**config.mk**
```make
export PLATFORM = sky130hd
export DESIGN_NAME = timer16_oc
export DESIGN_NICKNAME = d
export VERILOG_FILES = /design/src/timer16_pkg.sv /design/src/timer16_oc.sv
export SDC_FILE = /design/constraint.sdc
export NUM_CORES = 1
export LEC_CHECK = 0
export BUFFER_PORTS_ARGS = -buffer_cell sky130_fd_sc_hd__buf_2
export CORE_ASPECT_RATIO = 1.25
export CORE_MARGIN = 1.5
export CORE_UTILIZATION = 55
export CTS_BUF_LIST = sky130_fd_sc_hd__clkbuf_8
export CTS_CLUSTER_SIZE = 30
export DETAILED_ROUTE_END_ITERATION = 16
export PLACE_DENSITY = 0.75
export SLEW_MARGIN = 20
export SYNTH_ARGS = -nofsm -noshare
export SYNTH_HDL_FRONTEND = slang
export SYNTH_SLANG_ARGS = --single-unit
```
**constraint.sdc**
```tcl
create_clock -name pclk -period 5.8 [get_ports pclk]
set_clock_uncertainty 0.05 [all_clocks]
set_input_delay 0.58 -clock pclk [delete_from_list [all_inputs] [get_ports pclk]]
set_output_delay 0.58 -clock pclk [all_outputs]
set_load 0.05 [all_outputs]
```
**src/timer16_pkg.sv**
```systemverilog
// Purpose: constants and types for the 16-bit timer output compare block
// Assumes: APB register words, data in the low byte
// Notes:   offsets are byte addresses, one word per register
`default_nettype none
package timer16_pkg;
   // ==========================================================
   // register map
   localparam logic [7:0] ADDR_CONTROL  = 8'h00;
   localparam logic [7:0] ADDR_ACTION   = 8'h04;
   localparam logic [7:0] ADDR_FORCE    = 8'h08;
   localparam logic [7:0] ADDR_IRQ_EN   = 8'h0c;
   localparam logic [7:0] ADDR_FLAGS    = 8'h10;
   localparam logic [7:0] ADDR_CNT_LOW  = 8'h14;
   localparam logic [7:0] ADDR_CNT_HIGH = 8'h18;
   localparam logic [7:0] ADDR_PINS     = 8'h1c;
   localparam logic [7:0] ADDR_MATCH_A  = 8'h20;
   localparam logic [7:0] ADDR_LAST     = 8'h34;
   localparam int         NUM_CH        = 3;
   // ==========================================================
   // field values
   localparam logic [2:0] CS_STOP    = 3'h0;
   localparam logic [2:0] CS_SYSCLK  = 3'h1;
   localparam logic [1:0] ACT_NONE   = 2'h0;
   localparam logic [1:0] ACT_TOGGLE = 2'h1;
   localparam logic [1:0] ACT_CLEAR  = 2'h2;
   localparam logic [1:0] ACT_SET    = 2'h3;
   localparam logic [15:0] COUNT_MAX = 16'hffff;
   localparam logic [15:0] TOP_8BIT  = 16'h00ff;
   localparam logic [15:0] TOP_9BIT  = 16'h01ff;
   localparam logic [15:0] TOP_10BIT = 16'h03ff;
   // ==========================================================
   // types
   typedef enum logic [1:0] {
      TOP_MAX, TOP_FIXED, TOP_MATCH_A, TOP_CAPTURE
   } top_src_t;
   typedef struct packed {
      logic        pwm;
      logic        dual;
      logic        clr;
      logic        db_bottom;
      top_src_t    src;
      logic [15:0] fixed;
   } mode_t;
   typedef struct packed {
      logic [15:0]       count_value;
      logic              up;
      logic              block;
      logic [7:0]        temp;
      logic [2:0][15:0]  match_buf;
      logic [2:0][15:0]  match_value;
      logic [2:0]        waveform_out_bit;
      logic [2:0]        match_flag;
      logic              overflow_flag;
      logic [3:0]        waveform_select;
      logic [2:0]        clock_source_select;
      logic [2:0][1:0]   output_action_select;
      logic [3:0]        irq_enable;
      logic [2:0]        pin_direction_bit;
      logic [2:0]        port_value;
      logic [31:0]       rdata;
   } state_t;
   localparam state_t STATE_RESET = '0;
endpackage
`default_nettype wire

```
**src/timer16_oc.sv**
```systemverilog
// Purpose: 16-bit counter with three output compare channels on APB
// Assumes: timer_tick is a one-cycle prescaler enable from outside
// Notes:   pready is always high, transfers finish in the access cycle
//
// Implementation choices: the register offsets and the APB slave port.
`default_nettype none
module timer16_oc
   import timer16_pkg::*;
(
   input  wire logic        pclk,
   input  wire logic        presetn,
   input  wire logic        psel,
   input  wire logic        penable,
   input  wire logic        pwrite,
   input  wire logic [7:0]  paddr,
   input  wire logic [31:0] pwdata,
   output logic [31:0]      prdata,
   output logic             pready,
   output logic             pslverr,
   input  wire logic        timer_tick,
   input  wire logic [15:0] capture_value,
   input  wire logic [3:0]  irq_ack,
   output logic             overflow_irq,
   output logic [2:0]       match_irq,
   output logic [2:0]       waveform_out_bit,
   output logic [2:0]       pin_out,
   output logic [2:0]       pin_oe
);

   // ==========================================================
   // helpers
   function automatic mode_t decode_mode(input logic [3:0] m);
      mode_t d;
      d = '0;
      d.src = TOP_MAX;
      unique case (m[1:0])
         2'h1:    d.fixed = TOP_8BIT;
         2'h2:    d.fixed = TOP_9BIT;
         default: d.fixed = TOP_10BIT;
      endcase
      unique case (m)
         4'h1, 4'h2, 4'h3: begin
            d.pwm = 1'b1;
            d.dual = 1'b1;
            d.src = TOP_FIXED;
         end
         4'h4: begin
            d.clr = 1'b1;
            d.src = TOP_MATCH_A;
         end
         4'hc: begin
            d.clr = 1'b1;
            d.src = TOP_CAPTURE;
         end
         4'h5, 4'h6, 4'h7: begin
            d.pwm = 1'b1;
            d.clr = 1'b1;
            d.src = TOP_FIXED;
         end
         4'he, 4'hf: begin
            d.pwm = 1'b1;
            d.clr = 1'b1;
            d.src = m[0] ? TOP_MATCH_A : TOP_CAPTURE;
         end
         4'h8, 4'h9, 4'ha, 4'hb: begin
            d.pwm = 1'b1;
            d.dual = 1'b1;
            d.db_bottom = ~m[1];
            d.src = m[0] ? TOP_MATCH_A : TOP_CAPTURE;
         end
         default: d.src = TOP_MAX; // normal, reserved code treated so
      endcase
      return d;
   endfunction

   function automatic logic on_match(input mode_t d, input logic [1:0] a,
                                     input logic o, input logic up);
      logic r;
      r = o;
      if (a == ACT_NONE) begin
         r = o;
      end else if (!d.pwm) begin
         unique case (a)
            ACT_TOGGLE: r = ~o;
            ACT_CLEAR:  r = 1'b0;
            default:    r = 1'b1;
         endcase
      end else if (a != ACT_TOGGLE) begin
         // pwm polarity only; counting is never touched here
         if (d.dual) begin
            r = (a == ACT_CLEAR) ? ~up : up;
         end else begin
            r = (a == ACT_CLEAR);
         end
      end
      return r;
   endfunction

   // ==========================================================
   // state
   state_t      st;
   state_t      nx;
   mode_t       md;
   logic [15:0] top;
   logic        at_top;
   logic        at_bot;
   logic        tick;
   logic        upd;
   logic        wr;
   logic        rd_setup;
   logic        cnt_wr;
   logic        is_match;
   logic [1:0]  ch;
   logic [2:0]  hit;
   logic [2:0]  flag_clr;

   assign md = decode_mode(st.waveform_select);
   // capture value only feeds top; action bits never reach it
   always_comb begin
      unique case (md.src)
         TOP_MAX:     top = COUNT_MAX;
         TOP_FIXED:   top = md.fixed;
         TOP_MATCH_A: top = st.match_value[0];
         default:     top = capture_value;
      endcase
   end
   assign at_top = (st.count_value == top);
   assign at_bot = (st.count_value == 16'h0000);
   assign tick   = (st.clock_source_select == CS_SYSCLK) ||
                   (st.clock_source_select != CS_STOP && timer_tick);
   assign upd    = md.pwm && (md.db_bottom ? (at_bot && !st.up)
                            : (md.dual ? (at_top && st.up) : at_top));
   assign wr       = psel && penable && pwrite;
   assign rd_setup = psel && !penable && !pwrite;
   assign cnt_wr   = wr && (paddr == ADDR_CNT_LOW);
   assign is_match = (paddr >= ADDR_MATCH_A) && (paddr <= ADDR_LAST) &&
                     (paddr[1:0] == 2'h0);
   assign ch       = 2'(paddr[4:3] - ADDR_MATCH_A[4:3]);
   assign flag_clr = ((wr && paddr == ADDR_FLAGS) ? pwdata[3:1] : 3'h0) |
                     irq_ack[3:1];

   genvar gi;
   generate
      for (gi = 0; gi < NUM_CH; gi++) begin : g_ch
         // block flag hides matches for one tick after a counter write
         assign hit[gi] = (st.count_value == st.match_value[gi]) &&
                          !st.block;
         assign pin_out[gi] = (st.output_action_select[gi] != ACT_NONE) ?
                              st.waveform_out_bit[gi] :
                              st.port_value[gi];
         assign pin_oe[gi]  = st.pin_direction_bit[gi];
         assign match_irq[gi] = st.match_flag[gi] &&
                                st.irq_enable[gi+1];
      end
   endgenerate

   // ==========================================================
   // next state
   always_comb begin
      nx = st;
      // clears first so that a hardware set below wins
      nx.match_flag = st.match_flag & ~flag_clr;
      if (irq_ack[0] || (wr && paddr == ADDR_FLAGS && pwdata[0])) begin
         nx.overflow_flag = 1'b0;
      end
      if (tick) begin
         nx.block = 1'b0;
         for (int i = 0; i < NUM_CH; i++) begin
            if (hit[i]) begin
               nx.match_flag[i] = 1'b1;
               nx.waveform_out_bit[i] = on_match(md,
                  st.output_action_select[i], st.waveform_out_bit[i],
                  st.up);
            end
         end
         if (md.dual) begin
            if (st.up) begin
               nx.up = !at_top;
               nx.count_value = at_top ? 16'(st.count_value - 16'h1) :
                                         16'(st.count_value + 16'h1);
            end else begin
               nx.up = at_bot;
               nx.count_value = at_bot ? 16'(st.count_value + 16'h1) :
                                         16'(st.count_value - 16'h1);
            end
            if (at_bot && !st.up) begin
               nx.overflow_flag = 1'b1;
            end
         end else if (md.clr && at_top) begin
            nx.count_value = 16'h0000;
            if (md.pwm) begin
               nx.overflow_flag = 1'b1;
               for (int i = 0; i < NUM_CH; i++) begin
                  if (st.output_action_select[i][1]) begin
                     nx.waveform_out_bit[i] =
                        (st.output_action_select[i] == ACT_SET);
                  end
               end
            end
         end else begin
            nx.count_value = 16'(st.count_value + 16'h1);
            if (st.count_value == COUNT_MAX) begin
               nx.overflow_flag = 1'b1;
            end
         end
         if (upd) begin
            nx.match_value = st.match_buf;
         end
      end
      if (wr && paddr == ADDR_FORCE && !md.pwm) begin
         for (int i = 0; i < NUM_CH; i++) begin
            if (pwdata[i]) begin
               nx.waveform_out_bit[i] = on_match(md,
                  st.output_action_select[i], nx.waveform_out_bit[i],
                  st.up);
            end
         end
      end
      if (wr) begin
         unique case (paddr)
            ADDR_CONTROL: begin
               // output bits deliberately left alone on a mode change
               nx.waveform_select     = pwdata[3:0];
               nx.clock_source_select = pwdata[6:4];
            end
            ADDR_ACTION:   nx.output_action_select = pwdata[5:0];
            ADDR_IRQ_EN:   nx.irq_enable = pwdata[3:0];
            ADDR_CNT_HIGH: nx.temp = pwdata[7:0];
            ADDR_PINS: begin
               nx.pin_direction_bit = pwdata[2:0];
               nx.port_value        = pwdata[5:3];
            end
            ADDR_CNT_LOW: begin
               // overrides any count or clear made above
               nx.count_value = {st.temp, pwdata[7:0]};
               nx.block       = 1'b1;
            end
            default: begin
               if (is_match && paddr[2] == ADDR_MATCH_A[2]) begin
                  nx.match_buf[ch] = {st.temp, pwdata[7:0]};
                  if (!md.pwm) begin
                     nx.match_value[ch] = {st.temp, pwdata[7:0]};
                  end
               end else if (is_match) begin
                  nx.temp = pwdata[7:0];
               end
            end
         endcase
      end
      if (rd_setup) begin
         nx.rdata = 32'h0000_0000;
         unique case (paddr)
            ADDR_CONTROL: nx.rdata = {25'h0, st.clock_source_select,
                                      st.waveform_select};
            ADDR_ACTION:  nx.rdata = {26'h0, st.output_action_select};
            ADDR_IRQ_EN:  nx.rdata = {28'h0, st.irq_enable};
            ADDR_FLAGS:   nx.rdata = {28'h0, st.match_flag,
                                      st.overflow_flag};
            ADDR_CNT_LOW: begin
               nx.rdata = {24'h0, st.count_value[7:0]};
               nx.temp  = st.count_value[15:8];
            end
            ADDR_CNT_HIGH: nx.rdata = {24'h0, st.temp};
            ADDR_PINS:     nx.rdata = {26'h0, st.port_value,
                                       st.pin_direction_bit};
            default: begin
               if (is_match) begin
                  // high byte bypasses the latch: only the CPU changes it
                  nx.rdata = {24'h0, paddr[2] == ADDR_MATCH_A[2] ?
                              st.match_buf[ch][7:0] :
                              st.match_buf[ch][15:8]};
               end
            end
         endcase
      end
   end

   always_ff @(posedge pclk or negedge presetn) begin
      if (!presetn) begin
         st <= STATE_RESET;
      end else begin
         st <= nx;
      end
   end

   assign prdata           = st.rdata;
   assign pready           = 1'b1;
   assign pslverr          = psel && penable &&
                             (paddr > ADDR_LAST || paddr[1:0] != 2'h0);
   assign overflow_irq     = st.overflow_flag && st.irq_enable[0];
   assign waveform_out_bit = st.waveform_out_bit;

   // ==========================================================
   // checks
   // helper: a counter write still waiting for its first timer tick
   logic wr_wait_r;
   always_ff @(posedge pclk or negedge presetn) begin
      if (!presetn) begin
         wr_wait_r <= 1'b0;
      end else if (cnt_wr) begin
         wr_wait_r <= 1'b1;
      end else if (tick) begin
         wr_wait_r <= 1'b0;
      end
   end
endmodule
`default_nettype wire

```
# Word-level counts from Yosys, hierarchy flattened
# Index checks and enable logic that the tools add are counted.
[totals] register_bits=184 inputBits=66 out_inout_bits=47 elab_cells=241
[classes] addsub=2 order_cmp=5 eq_ne=43 muxes=96 n_bitwise=13 n_reduce_logical=60
[ops] op="$mux W96" count=2
[ops] op="$mux W16" count=8
[ops] op="$mux W105" count=1
[ops] op="$bwmux W48" count=2
[ops] op="$mux W48" count=2
[ops] op="$eq A16 B16 Y1" count=4
[ops] op="$pmux W8 S7" count=1
[ops] op="$mux W55" count=1
[ops] op="$mux W1" count=54
[ops] op="$mux W8" count=6
[ops] op="$pmux W16 S3" count=1
[ops] op="$bmux W16 S2" count=1
[ops] op="$demux W16 S2" count=1
[ops] op="$eq A8 B5 Y1 const B" count=4
[ops] op="$eq A4 B4 Y1 const B" count=7
[ops] op="$logic_and A1 B1 Y1" count=25
[ops] op="$pmux W10 S2" count=1
[ops] op="$mux W18" count=1
[ops] op="$reduce_or A6 Y1" count=3
[ops] op="$mux W17" count=1
[ops] op="$add A16 B1 Y16 const B" count=1
[ops] op="$eq A16 B16 Y1 const B" count=1
[ops] op="$eq A2 B2 Y1 const B" count=8
[ops] op="$eq A4 B3 Y1 const B" count=4
[ops] op="other kinds (34)" count=79

# Logic depth before layout (Yosys ltp)
[depth] depth_word=20 depth_mapped=16 ltp_nobuf=12

# Least setup slack after synthesis
# Ideal clock, no wire load.
[synth_path] kind="register to register" start="register st[51] in the netlist's numbering" end="register st[172] in the netlist's numbering" setup_ns=0.132 arrival_ns=4.072 required_ns=5.618 slack_ns=1.547 stages_incl_launch_ff=15 path_buffers=2 period_less_slack_ns=4.253 path_cell_list="dfrtp_1 inv_1 ha_1 or4_4 a22o_1 buf_4 o211ai_2 a21oi_1 or4_1 or4b_1 buf_4 nor2_2 mux2_2 o32ai_1 o21ai_1"
[synth_lines] item="start, declared" line_no="timer16_oc.sv:101" rtl="state_t st;"
[synth_lines] item="start signal, assigned" line_no="timer16_oc.sv:282" rtl="st <= nx;"

==> summary.md <==
| Metric | Value |
|---|---|
| Status | completed |
| Clk root buf | clkbuf_8 |
| Cell Area, Synth | 11000 sq um |
| Cell area after layout | ~12000 sq um |
| Post-Route WL | 35.5 mm |
| Critical Path RT | 6.13 ns |
| First-pass GRT wire length | 54.9 mm |
| Crit Path Max Fanout | 48 |
| Number of I/O port buffers | 63 |
| Cts hold-fix bufs | 0 |
| Crit share post-route | 0.915 |
| Pre-Repair DR Iteration Count | 7 |
| Placed cell areas | 11300 sq um |
| Core Region | just under 20000 sq um |
| CTS tree | built |
| Post-DP HPWL | 24.5 mm |
| Post-cts resize count | 0 |
| CP arrival | 5.64 ns |
| CTS Sinks | 160 |
| Distinct cells, synth | 77 |
| Final setup vio count | 0 |
| ANT nets after route | 0 |
| Delay of the slowest critical-path stage | 0.81 ns |
| Setup Fix Bufs, Post-CTS | 0 |
| Asr flop ratio synth | 1.00 |
| Worst-path clk slew | around 0.09 ns |
| Cell chain of the critical path | inv_1 -> ha_1 -> nor3_1 -> o211a_1 -> o211ai_1 -> and3_1 -> or4_1 -> or4b_1 -> nor4_4 -> o21a_1 -> buf_4 -> nand3_1 -> o211ai_1 |
| Hold crit path type | input pin to asynchronous set/reset pin |
| Slew @ Worst Pin | 1.20 ns |
| Commonest cells in the netlist | nand3_1, dfrtp_1, nand2_1, clkbuf_1, nor2_1 |
| Layout area overhead | 6.34% |
| CTS buffer count | 17 |
| Syn Area/Cell | 8.55 sq um |
| Diodes inserted | 0 |
| Die Ht | 161 microns |
| DRC | 0 |
| Via count | a little over 10000 |
| Number of nets in the layout | 1365 |
| Cell taking the most area after synthesis | dfrtp_1 |
| Largest cells by area after synthesis | dfrtp_1, nand3_1, mux2_2 |
| LEAKAGE | 5.20 nW |
| Initial cell density of the core | 0.564 |
| Vias in the first global route | 9801 |
| Share of Yosys cell area claimed by the top area cell type | 0.363 |
| Main synth FF type | dfrtp_1 |
| Peak supply drop | roughly 160 uV |
| Post-synth EDFFs | 0 |
| Max Root-Sink Buffers | 2 |
| #FFs+latches synth | 160 |
| Worst slew margin | 0.198 |
| Min Clock Period, post-route | approximately 5.3 ns |
| Via/cell ratio | about 6.6 |
| Fmax | 0.188 GHz |
| Final setup TNS | 0 ns |
| Worst-Skew Late Latency | 0.47 ns |
| DR iter-0 viols | 1349 |
| Post-Syn Instances | 1290 |
| Seq/Total Area, Yosys | 0.363 |
| Row count | 57 |
| CP most frequent cell | o211ai_1 |
| Most frequent cell after synthesis | nand3_1 |
| RSZ-0062 raised after global routing | no |
| DIE WIDTH | 130 microns |
| Total GRT Usage | 0.349 |
| Routability cong. | 0.964 |
| H-tree depth | 4 |
| Kind of critical path | flop to flop |
| Fin. Hold Viols | 0 |
| Die Area | 20900 sq um |
| # IOs | 113 |
| Pin count of the biggest net entering global routing | approximately 110 |
| Endpoint class of the critical path | flop |
| Layout cell share with drive strength beyond 1 | 0.161 |
| Max-slew violations | 0 |
| Antenna violations before repair | 0 |
| Wire per inst | 22.7 microns |
| PD cells | around 250 nW/um^2 |
| CP startpoint kind | flop |
| Maxcap violations | 0 |
| GR Overflow Total | 0 |
| Critical path's slowest cell | or4b_1 |
| Yosys warnings | 0 |
[power breakdown]
group | internal (W) | switching [W]
combinational | 0.000241 | 0.000490
sequential | 0.00116 | 0.000116
clock | 0.000449 | 0.000438
total | 0.00185 | 0.00104
[worst max-delay path, delay by kind of cell, from the launching register on]
family,cells,cell delay [ns]
compound gates,4,1.04
buf+inv,2,0.69
flops,1,0.49
simple gates,6,2.65
fa+ha+maj,1,0.27
[layout by cell type (no fill, tap or decap), types with 39 or more instances in the layout]
cell,netlist,routed
a21oi_1,66,66
nand2_1,119,119
o21ai_0,45,45
mux2_2,70,70
buf_2,8,62
mux2i_1,40,39
nor2_1,78,78
dfrtp_1,160,160
nand3_1,169,169
[kinds of logic (layout without fill, tap and decap cells)]
family | after synthesis | count (layout) | share of synthesized area
flip-flops | 160 | 160 | 0.363
XOR/XNOR | 58 | 58 | 0.0461
multiplexers | 110 | 110 | 0.108
other | 2 | 25 | 0.000681
AND/OR/NAND/NOR | 517 | 517 | 0.235
AO/OA/AOI/OAI | 252 | 252 | 0.152
adder cells (fa/ha/maj) | 17 | 17 | 0.0193
buffers and inverters | 174 | 156 | 0.0758
[per-layer routing]
layer	share of wire	vias up	GRT usage	wire, microns
met2	0.46	580	0.524	16300
met5	0	-	0	0
met3	0.082	159	0.0629	2920
li1	-	4590	-	-
met4	0.078	0	0.259	2760
met1	0.38	5007	0.449	13500
[through the flow]
step,cells,utilization,setup WS (ns),total power (W),hold slack [ns]
floorplan,1313,-,1.55,0.00176,0.234
global placement,1528,0.578,0.685,0.00198,0.423
detailed placement,1528,0.578,0.630,0.00200,0.425
CTS,1560,0.600,0.587,0.00287,0.219
global route,1560,0.600,0.272,0.00300,0.268
finish,1560,0.600,0.492,0.00289,0.190
[worst paths after layout]
kind                                       start                          to  slack (ns)  cells after the start
max                           st[52]$_DFFE_PN0P_            st[64]$_DFF_PN0_        0.49                     13
min                                      presetn  asynchronous set/reset pin        0.19                      1
max reg2reg                   st[52]$_DFFE_PN0P_            st[64]$_DFF_PN0_        0.49                     13
min reg2reg                prdata[3]$_DFFE_PN0P_       prdata[3]$_DFFE_PN0P_        0.44                      1
max in group asynchronous                presetn  asynchronous set/reset pin        4.13                      2
min in group pclk                     irq_ack[0]            st[55]$_DFF_PN0_        0.28                      3
[cell type report]
| class | count | area (sq um) |
|---|---|---|
| multi-input cells | 979 | 6300 |
| well taps | 265 | 332 |
| fillers | 1761 | 7820 |
| repair buffers | 94 | 554 |
| flip-flops and latches | 160 | 4000 |
| clock inverters | 13 | 160 |
| clock buffers | 19 | 262 |
| inverters | 30 | 113 |
(Power assumes the default switching activity.)
